**config.mk**
```make
export PLATFORM = sky130hd
export DESIGN_NAME = smc_sleep_ctrl
export DESIGN_NICKNAME = d
export VERILOG_FILES = /design/src/pkg/smc_pkg.sv /design/src/rtl/smc_sleep_ctrl.sv
export SDC_FILE = /design/constraint.sdc
export NUM_CORES = 1
export LEC_CHECK = 0
export CORE_AREA = 2 2 97 99
export DETAILED_ROUTE_END_ITERATION = 6
export DIE_AREA = 0 0 99 101
export DONT_BUFFER_PORTS = 1
export PLACE_DENSITY = 0.73
export RECOVER_POWER = 50
export SLEW_MARGIN = 20
export SYNTH_ARGS = -nofsm -noshare
export SYNTH_HDL_FRONTEND = slang
export SYNTH_SLANG_ARGS = --single-unit
```
**constraint.sdc**
```tcl
create_clock -name clk -period 6.8 [get_ports clk]
set_clock_uncertainty 0.15 [all_clocks]
set_input_delay 0.34 -clock clk [delete_from_list [all_inputs] [get_ports clk]]
set_output_delay 0.34 -clock clk [all_outputs]
set_load 0.01 [all_outputs]
```
**src/pkg/smc_pkg.sv**
```systemverilog
// Constants, register map and state codes of the sleep-mode controller.
// Assumes a single 200 MHz clock and an AXI4-Lite master on the register side.
package smc_pkg;

  // ----------------------------------------------------------------
  // Register map
  // ----------------------------------------------------------------
  localparam logic [11:0] ADDR_CTRL   = 12'h000;
  localparam logic [11:0] ADDR_COMP   = 12'h004;
  localparam logic [11:0] ADDR_INDIS  = 12'h008;
  localparam logic [11:0] ADDR_STATUS = 12'h00C;

  localparam int MODE_HI_BIT  = 6;
  localparam int ENABLE_BIT   = 5;
  localparam int MODE_LO_BIT  = 4;
  localparam int COMP_DIS_BIT = 7;
  localparam int COMP_REF_BIT = 6;

  localparam logic [7:0] CTRL_RESET  = 8'h00;
  localparam logic [7:0] COMP_RESET  = 8'h00;
  localparam logic [7:0] INDIS_RESET = 8'h00;

  localparam logic [1:0] RESP_OKAY   = 2'b00;
  localparam logic [1:0] RESP_SLVERR = 2'b10;

  // ----------------------------------------------------------------
  // Mode codes and timing
  // ----------------------------------------------------------------
  localparam logic [1:0] MODE_IDLE  = 2'b00;
  localparam logic [1:0] MODE_PDOWN = 2'b01;
  localparam logic [1:0] MODE_STBY  = 2'b10;

  localparam logic [2:0] BOD_OFF_FUSES = 3'b111;

  localparam logic [8:0] STBY_WAKE_CYC = 9'h006;
  localparam logic [8:0] HALT_CYC      = 9'h004;
  localparam logic [8:0] PD_WAKE_CYC0  = 9'h006;
  localparam logic [8:0] PD_WAKE_CYC1  = 9'h010;
  localparam logic [8:0] PD_WAKE_CYC2  = 9'h040;
  localparam logic [8:0] PD_WAKE_CYC3  = 9'h100;

  typedef enum logic [5:0] {
    ST_ACTIVE  = 6'b000001,
    ST_IDLE    = 6'b000010,
    ST_PDOWN   = 6'b000100,
    ST_STBY    = 6'b001000,
    ST_STARTUP = 6'b010000,
    ST_HALT    = 6'b100000
  } smc_state_t;

endpackage

```
**src/rtl/smc_sleep_ctrl.sv**
```systemverilog
// Sleep-mode controller: mode register, clock gating, wake-up and power gating.
// Assumes the core pulses sleepInstr for one cycle and stalls while coreHalt is high.
`timescale 1ns/1ps

module smc_sleep_ctrl #(
  parameter int NPINS = 8
) (
  input  wire logic                    clk,
  input  wire logic                    rst_n,
  input  wire logic [11:0]             s_axi_awaddr,
  input  wire logic                    s_axi_awvalid,
  output logic                         s_axi_awready,
  input  wire logic [31:0]             s_axi_wdata,
  input  wire logic [3:0]              s_axi_wstrb,
  input  wire logic                    s_axi_wvalid,
  output logic                         s_axi_wready,
  output logic [1:0]                   s_axi_bresp,
  output logic                         s_axi_bvalid,
  input  wire logic                    s_axi_bready,
  input  wire logic [11:0]             s_axi_araddr,
  input  wire logic                    s_axi_arvalid,
  output logic                         s_axi_arready,
  output logic [31:0]                  s_axi_rdata,
  output logic [1:0]                   s_axi_rresp,
  output logic                         s_axi_rvalid,
  input  wire logic                    s_axi_rready,
  input  wire logic                    sleepInstr,
  input  wire logic                    irqPending,
  input  wire logic                    compIrq,
  input  wire logic                    extIntZeroLevel,
  input  wire logic                    pinChangeIrq,
  input  wire logic                    usiStartIrq,
  input  wire logic                    extResetReq,
  input  wire logic                    wdtResetReq,
  input  wire logic                    bodResetReq,
  input  wire logic                    crystalSelected,
  input  wire logic [1:0]              clockSourceFuses,
  input  wire logic [2:0]              brownoutLevelFuses,
  input  wire logic                    wdtEnable,
  input  wire logic [NPINS-1:0]        wakePinMask,
  output logic                         cpuClkEn,
  output logic                         flashClkEn,
  output logic                         ioClkEn,
  output logic                         oscEn,
  output logic                         compPowerEn,
  output logic                         vrefEn,
  output logic                         bodEn,
  output logic                         wdtRunEn,
  output logic [NPINS-1:0]             inputBufEn,
  output logic                         coreHalt,
  output logic                         irqServe,
  output logic                         resetVector,
  output logic                         sleepNop,
  output smc_pkg::smc_state_t          sleepState
);
  import smc_pkg::*;

  // ----------------------------------------------------------------
  // Pin synchronisers
  // ----------------------------------------------------------------
  localparam int NSYNC = 6;
  logic [NSYNC-1:0] syncA_q;
  logic [NSYNC-1:0] syncB_q;
  logic             lvlZero;
  logic             pinChg;
  logic             usiStart;
  logic             anyReset;

  always_ff @(posedge clk) begin
    if (!rst_n) begin
      syncA_q <= '0;
      syncB_q <= '0;
    end else begin
      syncA_q <= {bodResetReq, wdtResetReq, extResetReq,
                  usiStartIrq, pinChangeIrq, extIntZeroLevel};
      syncB_q <= syncA_q;
    end
  end

  assign lvlZero  = syncB_q[0];
  assign pinChg   = syncB_q[1];
  assign usiStart = syncB_q[2];
  assign anyReset = |syncB_q[5:3];

  // ----------------------------------------------------------------
  // Registers and AXI4-Lite slave
  // ----------------------------------------------------------------
  logic [7:0]  ctrl_q;
  logic [7:0]  comp_q;
  logic [7:0]  inDis_q;
  logic        awHave_q;
  logic        wHave_q;
  logic [11:0] awAddr_q;
  logic [31:0] wData_q;
  logic [3:0]  wStrb_q;
  logic        bValid_q;
  logic [1:0]  bResp_q;
  logic        rValid_q;
  logic [31:0] rData_q;
  logic [1:0]  rResp_q;
  logic        doWrite;
  logic        wrHit;

  assign s_axi_awready = !awHave_q;
  assign s_axi_wready  = !wHave_q;
  assign s_axi_bvalid  = bValid_q;
  assign s_axi_bresp   = bResp_q;
  assign s_axi_arready = !rValid_q;
  assign s_axi_rvalid  = rValid_q;
  assign s_axi_rdata   = rData_q;
  assign s_axi_rresp   = rResp_q;
  assign doWrite       = awHave_q && wHave_q && !bValid_q;
  assign wrHit         = (awAddr_q == ADDR_CTRL) || (awAddr_q == ADDR_COMP)
                         || (awAddr_q == ADDR_INDIS);

  always_ff @(posedge clk) begin
    if (!rst_n) begin
      awHave_q <= 1'b0;
      wHave_q  <= 1'b0;
      awAddr_q <= 12'h000;
      wData_q  <= 32'h00000000;
      wStrb_q  <= 4'h0;
      bValid_q <= 1'b0;
      bResp_q  <= RESP_OKAY;
    end else begin
      if (s_axi_awvalid && !awHave_q) begin
        awHave_q <= 1'b1;
        awAddr_q <= s_axi_awaddr;
      end
      if (s_axi_wvalid && !wHave_q) begin
        wHave_q <= 1'b1;
        wData_q <= s_axi_wdata;
        wStrb_q <= s_axi_wstrb;
      end
      if (doWrite) begin
        awHave_q <= 1'b0;
        wHave_q  <= 1'b0;
        bValid_q <= 1'b1;
        bResp_q  <= wrHit ? RESP_OKAY : RESP_SLVERR;
      end else if (bValid_q && s_axi_bready) begin
        bValid_q <= 1'b0;
      end
    end
  end

  // Only byte lane 0 carries register bits
  always_ff @(posedge clk) begin
    if (!rst_n) begin
      ctrl_q  <= CTRL_RESET;
      comp_q  <= COMP_RESET;
      inDis_q <= INDIS_RESET;
    end else if (doWrite && wStrb_q[0]) begin
      if (awAddr_q == ADDR_CTRL) begin
        ctrl_q <= wData_q[7:0];
      end else if (awAddr_q == ADDR_COMP) begin
        comp_q <= wData_q[7:0];
      end else if (awAddr_q == ADDR_INDIS) begin
        inDis_q <= wData_q[7:0];
      end
    end
  end

  // ----------------------------------------------------------------
  // Sleep state machine
  // ----------------------------------------------------------------
  smc_state_t state_q;
  logic [8:0] cnt_q;
  logic [1:0] modeSel;
  logic       sleepEnable;
  logic       compDisabled;
  logic       idleWake;
  logic       pdWake;
  logic [8:0] pdDelay;

  assign modeSel      = {ctrl_q[MODE_HI_BIT], ctrl_q[MODE_LO_BIT]};
  assign sleepEnable  = ctrl_q[ENABLE_BIT];
  assign compDisabled = comp_q[COMP_DIS_BIT];
  assign idleWake     = irqPending || (compIrq && !compDisabled);
  assign pdWake       = lvlZero || pinChg || usiStart;

  always_comb begin
    if (clockSourceFuses == 2'b00) begin
      pdDelay = PD_WAKE_CYC0;
    end else if (clockSourceFuses == 2'b01) begin
      pdDelay = PD_WAKE_CYC1;
    end else if (clockSourceFuses == 2'b10) begin
      pdDelay = PD_WAKE_CYC2;
    end else begin
      pdDelay = PD_WAKE_CYC3;
    end
  end

  always_ff @(posedge clk) begin
    if (!rst_n) begin
      state_q     <= ST_ACTIVE;
      cnt_q       <= 9'h000;
      irqServe    <= 1'b0;
      resetVector <= 1'b0;
      sleepNop    <= 1'b0;
    end else begin
      irqServe    <= 1'b0;
      resetVector <= 1'b0;
      sleepNop    <= 1'b0;
      if (anyReset && (state_q != ST_ACTIVE)) begin
        state_q     <= ST_ACTIVE;
        resetVector <= 1'b1;
      end else begin
        case (state_q)
          ST_ACTIVE: begin
            if (sleepInstr && !sleepEnable) begin
              sleepNop <= 1'b1;
            end else if (sleepInstr) begin
              if (modeSel == MODE_IDLE) begin
                state_q <= ST_IDLE;
              end else if (modeSel == MODE_STBY && crystalSelected) begin
                state_q <= ST_STBY;
              end else begin
                state_q <= ST_PDOWN;
              end
            end
          end
          ST_IDLE: begin
            if (idleWake) begin
              state_q <= ST_HALT;
              cnt_q   <= HALT_CYC - 9'h001;
            end
          end
          ST_PDOWN: begin
            if (pdWake) begin
              state_q <= ST_STARTUP;
              cnt_q   <= pdDelay - 9'h001;
            end
          end
          ST_STBY: begin
            if (pdWake) begin
              state_q <= ST_STARTUP;
              cnt_q   <= STBY_WAKE_CYC - 9'h001;
            end
          end
          ST_STARTUP: begin
            if (cnt_q == 9'h000) begin
              state_q <= ST_HALT;
              cnt_q   <= HALT_CYC - 9'h001;
            end else begin
              cnt_q <= cnt_q - 9'h001;
            end
          end
          ST_HALT: begin
            if (cnt_q == 9'h000) begin
              state_q  <= ST_ACTIVE;
              irqServe <= 1'b1;
            end else begin
              cnt_q <= cnt_q - 9'h001;
            end
          end
          default: begin
            state_q <= ST_ACTIVE;
          end
        endcase
      end
    end
  end

  assign sleepState = state_q;
  assign coreHalt   = (state_q != ST_ACTIVE);

  // ----------------------------------------------------------------
  // Clock and power gating
  // ----------------------------------------------------------------
  logic deepSleep;
  logic bodOn;
  logic refForComp;
  assign deepSleep  = (state_q == ST_PDOWN) || (state_q == ST_STBY)
                      || (state_q == ST_STARTUP);
  assign bodOn      = (brownoutLevelFuses != BOD_OFF_FUSES);
  // Reference held for a comparator that selects it (COMP_REF_BIT) and is not disabled by software, in any mode
  assign refForComp = comp_q[COMP_REF_BIT] && !compDisabled;

  // CPU, flash and I/O clock enables and input buffers
  always_ff @(posedge clk) begin
    if (!rst_n) begin
      cpuClkEn   <= 1'b1;
      flashClkEn <= 1'b1;
      ioClkEn    <= 1'b1;
      oscEn      <= 1'b1;
      inputBufEn <= '1;
    end else begin
      cpuClkEn   <= (state_q == ST_ACTIVE);
      flashClkEn <= (state_q == ST_ACTIVE);
      ioClkEn    <= !deepSleep;
      oscEn      <= (state_q != ST_PDOWN);
      inputBufEn <= ~inDis_q[NPINS-1:0]
                    & (deepSleep ? wakePinMask : {NPINS{1'b1}});
    end
  end

  // Analog blocks, reference and monitors; comparator power drops in power-down, standby and start-up
  always_ff @(posedge clk) begin
    if (!rst_n) begin
      compPowerEn <= 1'b1;
      vrefEn      <= 1'b0;
      bodEn       <= 1'b0;
      wdtRunEn    <= 1'b0;
    end else begin
      compPowerEn <= !compDisabled && !deepSleep;
      vrefEn      <= bodOn || refForComp;
      bodEn       <= bodOn;
      wdtRunEn    <= wdtEnable;
    end
  end

  // ----------------------------------------------------------------
  // Register read-back
  // ----------------------------------------------------------------
  always_ff @(posedge clk) begin
    if (!rst_n) begin
      rValid_q <= 1'b0;
      rData_q  <= 32'h00000000;
      rResp_q  <= RESP_OKAY;
    end else if (s_axi_arvalid && !rValid_q) begin
      rValid_q <= 1'b1;
      rResp_q  <= RESP_OKAY;
      if (s_axi_araddr == ADDR_CTRL) begin
        rData_q <= {24'h000000, ctrl_q};
      end else if (s_axi_araddr == ADDR_COMP) begin
        rData_q <= {24'h000000, comp_q};
      end else if (s_axi_araddr == ADDR_INDIS) begin
        rData_q <= {24'h000000, inDis_q};
      end else if (s_axi_araddr == ADDR_STATUS) begin
        rData_q <= {18'h00000, vrefEn, compPowerEn, oscEn, ioClkEn,
                    flashClkEn, cpuClkEn, 2'b00, state_q};
      end else begin
        rData_q <= 32'h00000000;
        rResp_q <= RESP_SLVERR;
      end
    end else if (rValid_q && s_axi_rready) begin
      rValid_q <= 1'b0;
    end
  end

endmodule

```
==> flow_metrics.py, run 1 <==
metrics = {
    "synth": {
        "synth_top_cell_by_area": "dfxtp_1",
        "async_flop_share": 0,
        "synth_edf_count": 0,
        "synth_flop_cell": "dfxtp_1",
        "yosysWarnings": 0,
        "yosys.area_share.simple": 0.2486,
        "syn_area_per_cell_sq_um": 9.096,
        "synth-xor-area-share": 0.005260,
        "synth-compound-area-share": 0.1315,
        "syn_inst": 523,
        "synthMuxAreaShare": 0.08522,
        "synth_top_area_frac": 0.4587,
        "ys_seq_area_frac": 0.4587,
        "yosys.area_share.adder": 0.005260,
        "ys_top_cells_by_area": "dfxtp_1 46%, mux2i_1 5.7%, nand2_1 5.6%",
        "synth_area_sq_um": 4757,
        "synth_top_family_by_area": "simple AND/OR/NAND/NOR gates",
        "synthDistinctLibCells": 64,
        "synth-seq-cells": 109,
    },
    "placed_design": {
        "place.gp.congestion": 0.9520,
        "dp_cells": 609,
        "io_buffers": 0,
        "hpwl_mm": 7.612,
        "placed_area_sq_um": 4716,
    },
    "worst_hold_path": {
        "worstHoldPathType": "in2reg",
    },
    "die": {
        "die_width_um": 99,
        "start_util": 0.5299,
        "dieArea_sq_um": 9999,
        "rows": 35,
        "die_h_um": 101,
        "io_pins": 158,
        "coreArea_sq_um": 8977,
    },
    "detailed_routing": {
        "wl_per_cell_um": 16.40,
        "final_antenna_net_count": 0,
        "viasPerCell": 5.706,
        "drt_iter0_drc": 274,
        "vias": 3829,
        "remaining_drc_errors": 0,
        "wl_mm": 11.01,
        "dr.pass1.iters": 6,
    },
    "setup_path": {
        "crit_family": "simple AND/OR/NAND/NOR gates",
        "path_class": "reg2reg",
        "critPathRequiredTime_ps": 6960,
        "path_cells": "nor2b_1 -> a221oi_1 -> nand4b_1 -> nor2_1 -> a221o_1",
        "start_kind": "flop",
        "critical_path_buf_inv_count": 0,
        "rrSetupSlack_ps": 3910,
        "path_max_fanout": 11,
        "crit_path_end_kind": "flop",
        "crit_slowest_cell": "nor2b_1",
        "max_stage_delay_ps": 700,
        "cp.arrival_ps": 3050,
    },
    "layout": {
        "drive_gt1_frac": 0.07692,
        "stdcell_count": 671,
        "synthToLayoutAreaGrowth_pct": 12.36,
        "fin_area_sq_um": 5345,
        "fin_nets": 647,
    },
    "grt": {
        "grt_usage": 0.2266,
        "grt_pass1_wl_mm": 18.22,
        "grt_pass1_vias": 3702,
        "grt_max_degree": 65,
        "antenna_found_initial": 1,
        "grt.overflow.total": 0,
    },
    "sta": {
        "rsz0062_at_grt": "false",
        "maxSlewHeadroom": 0.06482,
        "setup_viol": 0,
        "period_needed_ps": 2890,
        "fin_crit_sh": 0.4250,
        "timing.fmax_ghz": 0.3460,
        "final_max_slew_viol_count": 0,
        "finalHoldViolCount": 0,
        "setup_tns_ps": 0,
        "timing_worst_slew_pin_value_ps": 1390,
    },
    "cts": {
        "htreeDepth": 3,
        "cts_tree": "built",
        "clock_sinks": 109,
        "clkTransAtPathRegs_ps": 100,
        "numCtsBuffers": 9,
        "post-cts-setup-buffers": 0,
        "ctsRootBufferMaster": "clkbuf_8",
        "clockBufferDepth": 2,
        "clock_latency_ps": 360,
    },
    "power": {
        "vdd_drop_max_mv": 0.1282,
        "power_density_nw_per_um2": 217.7,
        "p_leak_nw": 1.995,
    },
    "outcome": {
        "run_status": "completed",
    },
    "run": {
        "cap_violations": 0,
    },
}
-- cells in the final DEF (no fill, tap or decap), types with 2 or more instances in the layout --
| cell | Yosys | layout |
|---|---|---|
| conb_1 | 1 | 20 |
| or3_1 | 3 | 3 |
| ha_1 | 2 | 2 |
| inv_1 | 9 | 8 |
| nand3_1 | 14 | 14 |
| nand2_1 | 71 | 71 |
| o211a_1 | 2 | 2 |
| and2_1 | 14 | 7 |
| nor4_2 | 3 | 3 |
| o211ai_1 | 2 | 2 |
| a22oi_1 | 5 | 5 |
| o21a_1 | 3 | 3 |
| a21oi_1 | 45 | 45 |
| mux4_2 | 6 | 6 |
| clkbuf_8 | 0 | 10 |
| and3_1 | 3 | 3 |
| clkinv_2 | 0 | 2 |
| nand3b_1 | 2 | 2 |
| nand2b_1 | 4 | 4 |
| nor4_1 | 4 | 5 |
| nor2b_1 | 10 | 10 |
| nor3_1 | 9 | 9 |
| a211oi_1 | 10 | 10 |
| o21ai_0 | 7 | 7 |
| nand4_1 | 6 | 6 |
| a31oi_1 | 2 | 2 |
| dlygate4sd3_1 | 0 | 44 |
| dfxtp_1 | 109 | 109 |
| inv_6 | 0 | 2 |
| and2_0 | 0 | 7 |
| a221o_1 | 5 | 5 |
| buf_4 | 22 | 3 |
| or4_1 | 6 | 6 |
| o2111ai_1 | 3 | 3 |
| mux2i_1 | 27 | 27 |
| nor2_1 | 56 | 56 |
| nor3b_1 | 4 | 4 |
-- area by class of cell --
type                       instances  area, sq um
sequential                       109         2182
multi-input combinational        377         2323
fill                             781         3632
timing repair buffer              48        483.0
tap                              111        138.9
clock buffer                      10        137.6
inverter                           9        33.78
clock inverter                     6        43.79
antenna                            1        2.502
-- path summary, 6_finish.rpt --
kind | startpoint | end | depth (start not counted)
max | sleepState[5] | cnt_q[6] | 5
min | s_axi_araddr[2] | s_axi_rdata[6] | 3
max reg2reg | sleepState[5] | cnt_q[6] | 5
min reg2reg | syncA_q[1] | syncB_q[1] | 1
-- through the flow --
stage	total power [W]	worst slack (ps)	hold WS, ps	util
CTS	0.001172	3991	40.77	0.5968
global route	0.001220	3708	67.60	0.5954
detailed placement	0.0007929	4024	267.9	0.5253
global placement	0.0007900	3984	266.0	0.5253
floorplan	0.0007822	4472	261.9	-
finish	0.001164	3910	65.38	0.5954
-- logic make-up after synthesis --
group / after synthesis
simple gates: 224
flops: 109
compound gates: 96
buf+inv: 56
mux: 33
fa+ha+maj: 2
xor+xnor: 2
other cells: 1
-- registers in the layout, summed over array words and instances, names as in the netlist, 8 cells and up --
register / cells
cnt_q: 9
comp_q: 8
inDis_q: 8
s_axi_rdata: 13
ctrl_q: 8
awAddr_q: 12
wData_q: 8
inputBufEn: 8
-- metal layers --
metal / track usage / vias to the layer above / wire length [um]
met3: 0.04993 / 14 / 792
met4: 0.06849 / 0 / 171
met2: 0.3773 / 139 / 5226
li1: - / 1872 / -
met5: 0 / - / 0
met1: 0.2959 / 1804 / 4817
-- cells in the mapped netlist (2+ instances only) --
| cell | instances |
|---|---|
| a21oi_1 | 45 |
| and2_1 | 14 |
| a31oi_1 | 2 |
| or3_1 | 3 |
| nand2_1 | 71 |
| nand4_1 | 6 |
| o21a_1 | 3 |
| nand3b_1 | 2 |
| o211ai_1 | 2 |
| nor2_1 | 56 |
| nor3b_1 | 4 |
| mux2i_1 | 27 |
| nor4_2 | 3 |
| o2111ai_1 | 3 |
| inv_1 | 9 |
| o211a_1 | 2 |
| or4_1 | 6 |
| nor3_1 | 9 |
| buf_1 | 3 |
| nor2b_1 | 10 |
| clkbuf_1 | 15 |
| o21ai_0 | 7 |
| nand2b_1 | 4 |
| mux4_2 | 6 |
| a221o_1 | 5 |
| nor4_4 | 2 |
| a211oi_1 | 10 |
| a22oi_1 | 5 |
| and3_1 | 3 |
| nor4_1 | 4 |
| buf_4 | 22 |
| ha_1 | 2 |
| buf_2 | 6 |
| dfxtp_1 | 109 |
| nand3_1 | 14 |
-- worst register-to-register path, stage by stage, from the launching register on --
cell      delay (ps)
dfxtp_1          690
nor2b_1          710
a221oi_1         200
nand4b_1         470
nor2_1           430
a221o_1          200
-- where the power goes --
group / total, W / internal, W / switching [W] / leakage, nW
clock network: 0.000361 / 0.000145 / 0.000216 / 0.0931
logic: 0.000122 / 0.0000517 / 0.0000701 / 1.01
registers: 0.000681 / 0.000657 / 0.0000237 / 0.887
-- timing repair --
item                      CTS  global route
resized for setup           0             0
hold endpoints to repair   54             0
hold buffers               45             0
Note: power is estimated with default switching activity, not from simulation.
==> inputs of run 2 (changes only) <==
PLACE_DENSITY = 0.76   (was 0.73)
clock period = 2.53 ns   (was 6.8 ns; I/O delays follow)
==> flow_metrics.py, run 2 (synthesized netlist as in run 1, its figures left out) <==
metrics = {
    "outcome": {
        "run_status": "completed",
    },
    "detailed_routing": {
        "viasPerCell": 5.701,
        "wl_mm": 11.86,
        "vias": 3979,
        "drt_iter0_drc": 235,
        "dr.pass1.iters": 5,
        "remaining_drc_errors": 0,
        "final_antenna_net_count": 0,
        "wl_per_cell_um": 16.99,
    },
    "placed_design": {
        "place.gp.congestion": 0.8951,
        "place_ws_ps": 141.3,
        "dp_cells": 628,
        "io_buffers": 0,
        "hpwl_mm": 8.211,
    },
    "layout": {
        "fin_nets": 676,
        "largest_reg_flops": 13,
        "final_cell_mix": "109 x dfxtp_1, 71 x nand2_1, 56 x nor2_1, 54 x dlygate4sd3_1, 44 x a21oi_1",
        "final.fill_count": 754,
        "stdcell_count": 698,
        "diodes": 0,
        "drive_gt1_frac": 0.1022,
        "synthToLayoutAreaGrowth_pct": 17.81,
        "layout.cells.most_common": "dfxtp_1",
    },
    "sta": {
        "maxSlewHeadroom": 0.3768,
        "finalHoldViolCount": 0,
        "setup_viol": 0,
        "timing.fmax_ghz": 0.4096,
        "fin_ws_ps": 88.82,
        "final_max_slew_viol_count": 0,
        "period_needed_ps": 2441,
        "timing_worst_slew_pin_value_ps": 928.5,
        "fin_crit_sh": 0.9649,
    },
    "grt": {
        "grt.overflow.total": 0,
        "grt_usage": 0.2409,
        "grt_use_met2": 0.4054,
        "grt_pass1_wl_mm": 19.13,
        "grt_pass1_vias": 3852,
        "antenna_found_initial": 0,
        "use_met3": 0.04438,
        "grtUsageMet1": 0.3050,
        "grt_max_degree": 62,
        "grt_busiest_layer": "met2",
    },
    "setup_path": {
        "r2r_cells": 7,
        "critPathRequiredTime_ps": 2680,
        "crit_path_end_kind": "flop",
        "cp.arrival_ps": 2600,
        "reg2reg_from": "cnt_q[0]",
        "worstReg2RegEnd": "sleepState[3]",
        "start_kind": "flop",
        "path_class": "reg2reg",
        "crit_path_start": "cnt_q[0]",
        "path_max_fanout": 6,
        "rrSetupSlack_ps": 90,
        "critPathCapture": "sleepState[3]",
    },
    "cts": {
        "clkTransAtPathRegs_ps": 100,
        "clock_latency_ps": 360,
        "htreeDepth": 3,
        "post-cts-setup-buffers": 0,
        "clockBufferDepth": 2,
        "ctsRootBufferMaster": "clkbuf_8",
        "cts_tree": "built",
        "clock_sinks": 109,
        "numCtsBuffers": 9,
    },
    "run": {
        "cap_violations": 0,
    },
    "die": {
        "io_pins": 158,
        "coreArea_sq_um": 8977,
        "die_h_um": 101,
        "dieArea_sq_um": 9999,
        "start_util": 0.5299,
        "rows": 35,
        "die_width_um": 99,
    },
    "worst_hold_path": {
        "hold_start": "s_axi_araddr[3]",
        "worstHoldPathType": "in2reg",
    },
    "power": {
        "vdd_drop_max_mv": 0.2552,
        "power_density_nw_per_um2": 565.0,
        "p_leak_nw": 2.138,
        "finalPower_w": 0.003167,
    },
}
[run 2: cell types whose count changed in the layout (fill, tap and decap cells not counted), sizes merged]
cell         previous run  this run
buf                     4        22
dlygate4sd3            44        54
clkbuf                 10        13
clkinv                  3         0
clkinvlp                1         0
diode                   1         0
inv                    11        12
[run 2: worst min path at each step]
stage / slack, ps / depth (start not counted) / endpoint
after floorplan: 80 / 1 / s_axi_rvalid
after global placement: 60 / 1 / oscEn
after detailed placement: 60 / 1 / oscEn
after CTS: 1 / 3 / s_axi_rdata[5]
after global routing: 40 / 3 / s_axi_rdata[0]
final: 8 / 3 / s_axi_rdata[0]
[run 2: power by group]
group,switching (W),internal (W)
registers,0.0000629,0.00177
logic,0.000205,0.000162
clock network,0.000577,0.000393
[run 2: worst max-delay path, cell delays in order (launching register included)]
cell and delay (ps):
dfxtp_1 340, inv_1 100, ha_2 220, or4b_4 510, o221ai_4 250, nand4_4 160
or4_1 510, a21oi_2 140
[run 2: cell type report]
type                       instances  area (sq um)  share of cell area
timing repair buffer              77         721.9              0.1288
clock inverter                     3         26.28            0.004689
inverter                           9         33.78            0.006028
clock buffer                      12         145.1             0.02590
multi-input combinational        377          2356              0.4204
tap                              111         138.9             0.02478
sequential                       109          2182              0.3894
[run 2: through the flow]
| stage | TNS [ps] | util | instance area [sq um] | hold WS, ps |
|---|---|---|---|---|
| final | 0 | 0.6243 | 5604 | 8.223 |
| after global routing | -2.407 | 0.6243 | 5604 | 37.79 |
| after CTS | 0 | 0.6227 | 5590 | 0.9582 |
| after detailed placement | 0 | 0.5412 | 4858 | 56.28 |
| after global placement | 0 | 0.5412 | 4858 | 59.22 |
| after floorplan | 0 | - | 4828 | 75.52 |
[run 2: routing by layer]
metal  part of all wire  wire (um)
met1               0.42       4955
met2               0.49       5755
met3              0.074        878
met4              0.023        269
met5                  0          0
[run 2: timing repair]
item                                    in CTS  in global routing
endpoints found under the setup margin       0                  5
hold endpoints to repair                    72                  0
resized for setup                            0                  3
hold buffers                                55                  0
==> inputs of run 3 (changes only) <==
PLACE_DENSITY = 0.71   (was 0.76)
==> flow_metrics.py, run 3 (synthesized netlist as in run 1, its figures left out) <==
metrics = {
    "die": {
        "die_h_um": 101,
        "dieArea_sq_um": 9999,
        "rows": 35,
        "io_pins": 158,
        "die_width_um": 99,
        "coreArea_sq_um": 8977,
        "start_util": 0.5299,
    },
    "cts": {
        "clockBufferDepth": 2,
        "clock_latency_ps": 370,
        "ctsRootBufferMaster": "clkbuf_8",
        "numCtsBuffers": 9,
        "clkTransAtPathRegs_ps": 110,
        "cts_tree": "built",
        "htreeDepth": 3,
        "clock_sinks": 109,
    },
    "outcome": {
        "run_status": "completed",
    },
    "setup_path": {
        "path_class": "reg2reg",
        "critPathRequiredTime_ps": 2670,
        "crit_path_end_kind": "flop",
        "cp.arrival_ps": 2550,
        "start_kind": "flop",
        "path_max_fanout": 8,
    },
    "layout": {
        "final_core_util": 0.6389,
        "synthToLayoutAreaGrowth_pct": 20.57,
        "drive_gt1_frac": 0.1265,
        "largest_reg_flops": 13,
        "fin_area_sq_um": 5736,
        "final_cell_mix": "106 x dfxtp_1, 71 x nand2_1, 57 x dlygate4sd3_1, 56 x nor2_1, 45 x a21oi_1",
        "layout.cells.most_common": "dfxtp_1",
        "final.fill_count": 776,
        "fin_nets": 690,
        "diodes": 0,
    },
    "sta": {
        "final_max_slew_viol_count": 0,
        "fin_crit_sh": 0.9523,
        "setup_viol": 0,
        "finalHoldViolCount": 0,
        "maxSlewHeadroom": 0.4355,
        "timing.fmax_ghz": 0.4151,
        "rsz0062_at_grt": "false",
        "timing_worst_slew_pin_value_ps": 841.1,
        "period_needed_ps": 2409,
        "setup_tns_ps": 0,
    },
    "grt": {
        "grt_pass1_vias": 3805,
        "grt_max_degree": 32,
        "antenna_found_initial": 0,
        "grt_pass1_wl_mm": 19.01,
        "grt_usage": 0.2369,
        "grt.overflow.total": 0,
    },
    "detailed_routing": {
        "wl_mm": 11.78,
        "drt_iter0_drc": 211,
        "remaining_drc_errors": 0,
        "vias": 3987,
        "viasPerCell": 5.600,
        "dr.pass1.iters": 4,
        "wl_per_cell_um": 16.54,
        "final_antenna_net_count": 0,
    },
    "run": {
        "cap_violations": 0,
    },
    "power": {
        "power_density_nw_per_um2": 557.2,
        "vdd_drop_max_mv": 0.4013,
        "p_leak_nw": 2.218,
    },
    "placed_design": {
        "placed_area_sq_um": 4911,
        "io_buffers": 0,
        "place.gp.congestion": 0.9294,
        "hpwl_mm": 8.157,
    },
    "worst_hold_path": {
        "worstHoldPathType": "in2reg",
    },
}
## run 3: layout make-up
| class | count | area [sq um] | share of cell area |
|---|---|---|---|
| Clock buffer | 10 | 137.6 | 0.02400 |
| Clock inverter | 5 | 42.54 | 0.007417 |
| Inverter | 9 | 33.78 | 0.005890 |
| Multi-Input combinational cell | 377 | 2362 | 0.4119 |
| Sequential cell | 109 | 2186 | 0.3811 |
| Tap cell | 111 | 138.9 | 0.02421 |
| Timing Repair Buffer | 91 | 834.6 | 0.1455 |
## run 3: final timing paths
| path | cells past startpoint | from | endpoint | slack, ps |
|---|---|---|---|---|
| max | 7 | cnt_q[0] | sleepState[3] | 120 |
| min | 3 | s_axi_wvalid | wData_q[4] | 8 |
| max reg2reg | 7 | cnt_q[0] | sleepState[3] | 120 |
| min reg2reg | 1 | syncA_q[0] | syncB_q[0] | 290 |
## run 3: where the power goes
group | internal [W] | total (W) | leakage, nW | switching [W]
Sequential | 0.00177 | 0.00182 | 0.889 | 0.0000576
Combinational | 0.000186 | 0.000402 | 1.23 | 0.000216
Clock | 0.000394 | 0.000970 | 0.0950 | 0.000576
Total | 0.00235 | 0.00320 | 2.22 | 0.000849
## run 3: worst max-delay path, cell delays in order, from the launching register on
cell and delay (ps):
dfxtp_1 350, inv_1 130, ha_4 160, or4b_4 500, o221ai_4 250, nand4_4 170
or4_1 490, a21oi_1 140
## run 3: repair_timing
action	in CTS	in global routing
endpoints found under the hold margin	71	0
resized for setup	0	6
hold buffers	58	0
endpoints found under the setup margin	0	7
buffers inserted	0	4
## run 3: routing by layer
layer / GRT usage / part of all wire / wire length (um) / vias up
li1: - / - / - / 1950
met1: 0.3118 / 0.44 / 5186 / 1872
met2: 0.4018 / 0.49 / 5735 / 153
met3: 0.04092 / 0.059 / 698 / 12
met4: 0.06744 / 0.013 / 156 / 0
met5: 0 / 0 / 0 / -
## run 3: stage by stage
stage | hold slack [ps] | power (W) | cells | setup WS (ps)
after floorplan | 75.52 | 0.002102 | 542 | 202.4
after global placement | 56.84 | 0.002143 | 635 | 116.2
after detailed placement | 53.90 | 0.002152 | 635 | 59.32
after CTS | 0.06645 | 0.003190 | 708 | 30.06
after global routing | 17.99 | 0.003332 | 712 | 11.55
final | 8.324 | 0.003196 | 712 | 120.7
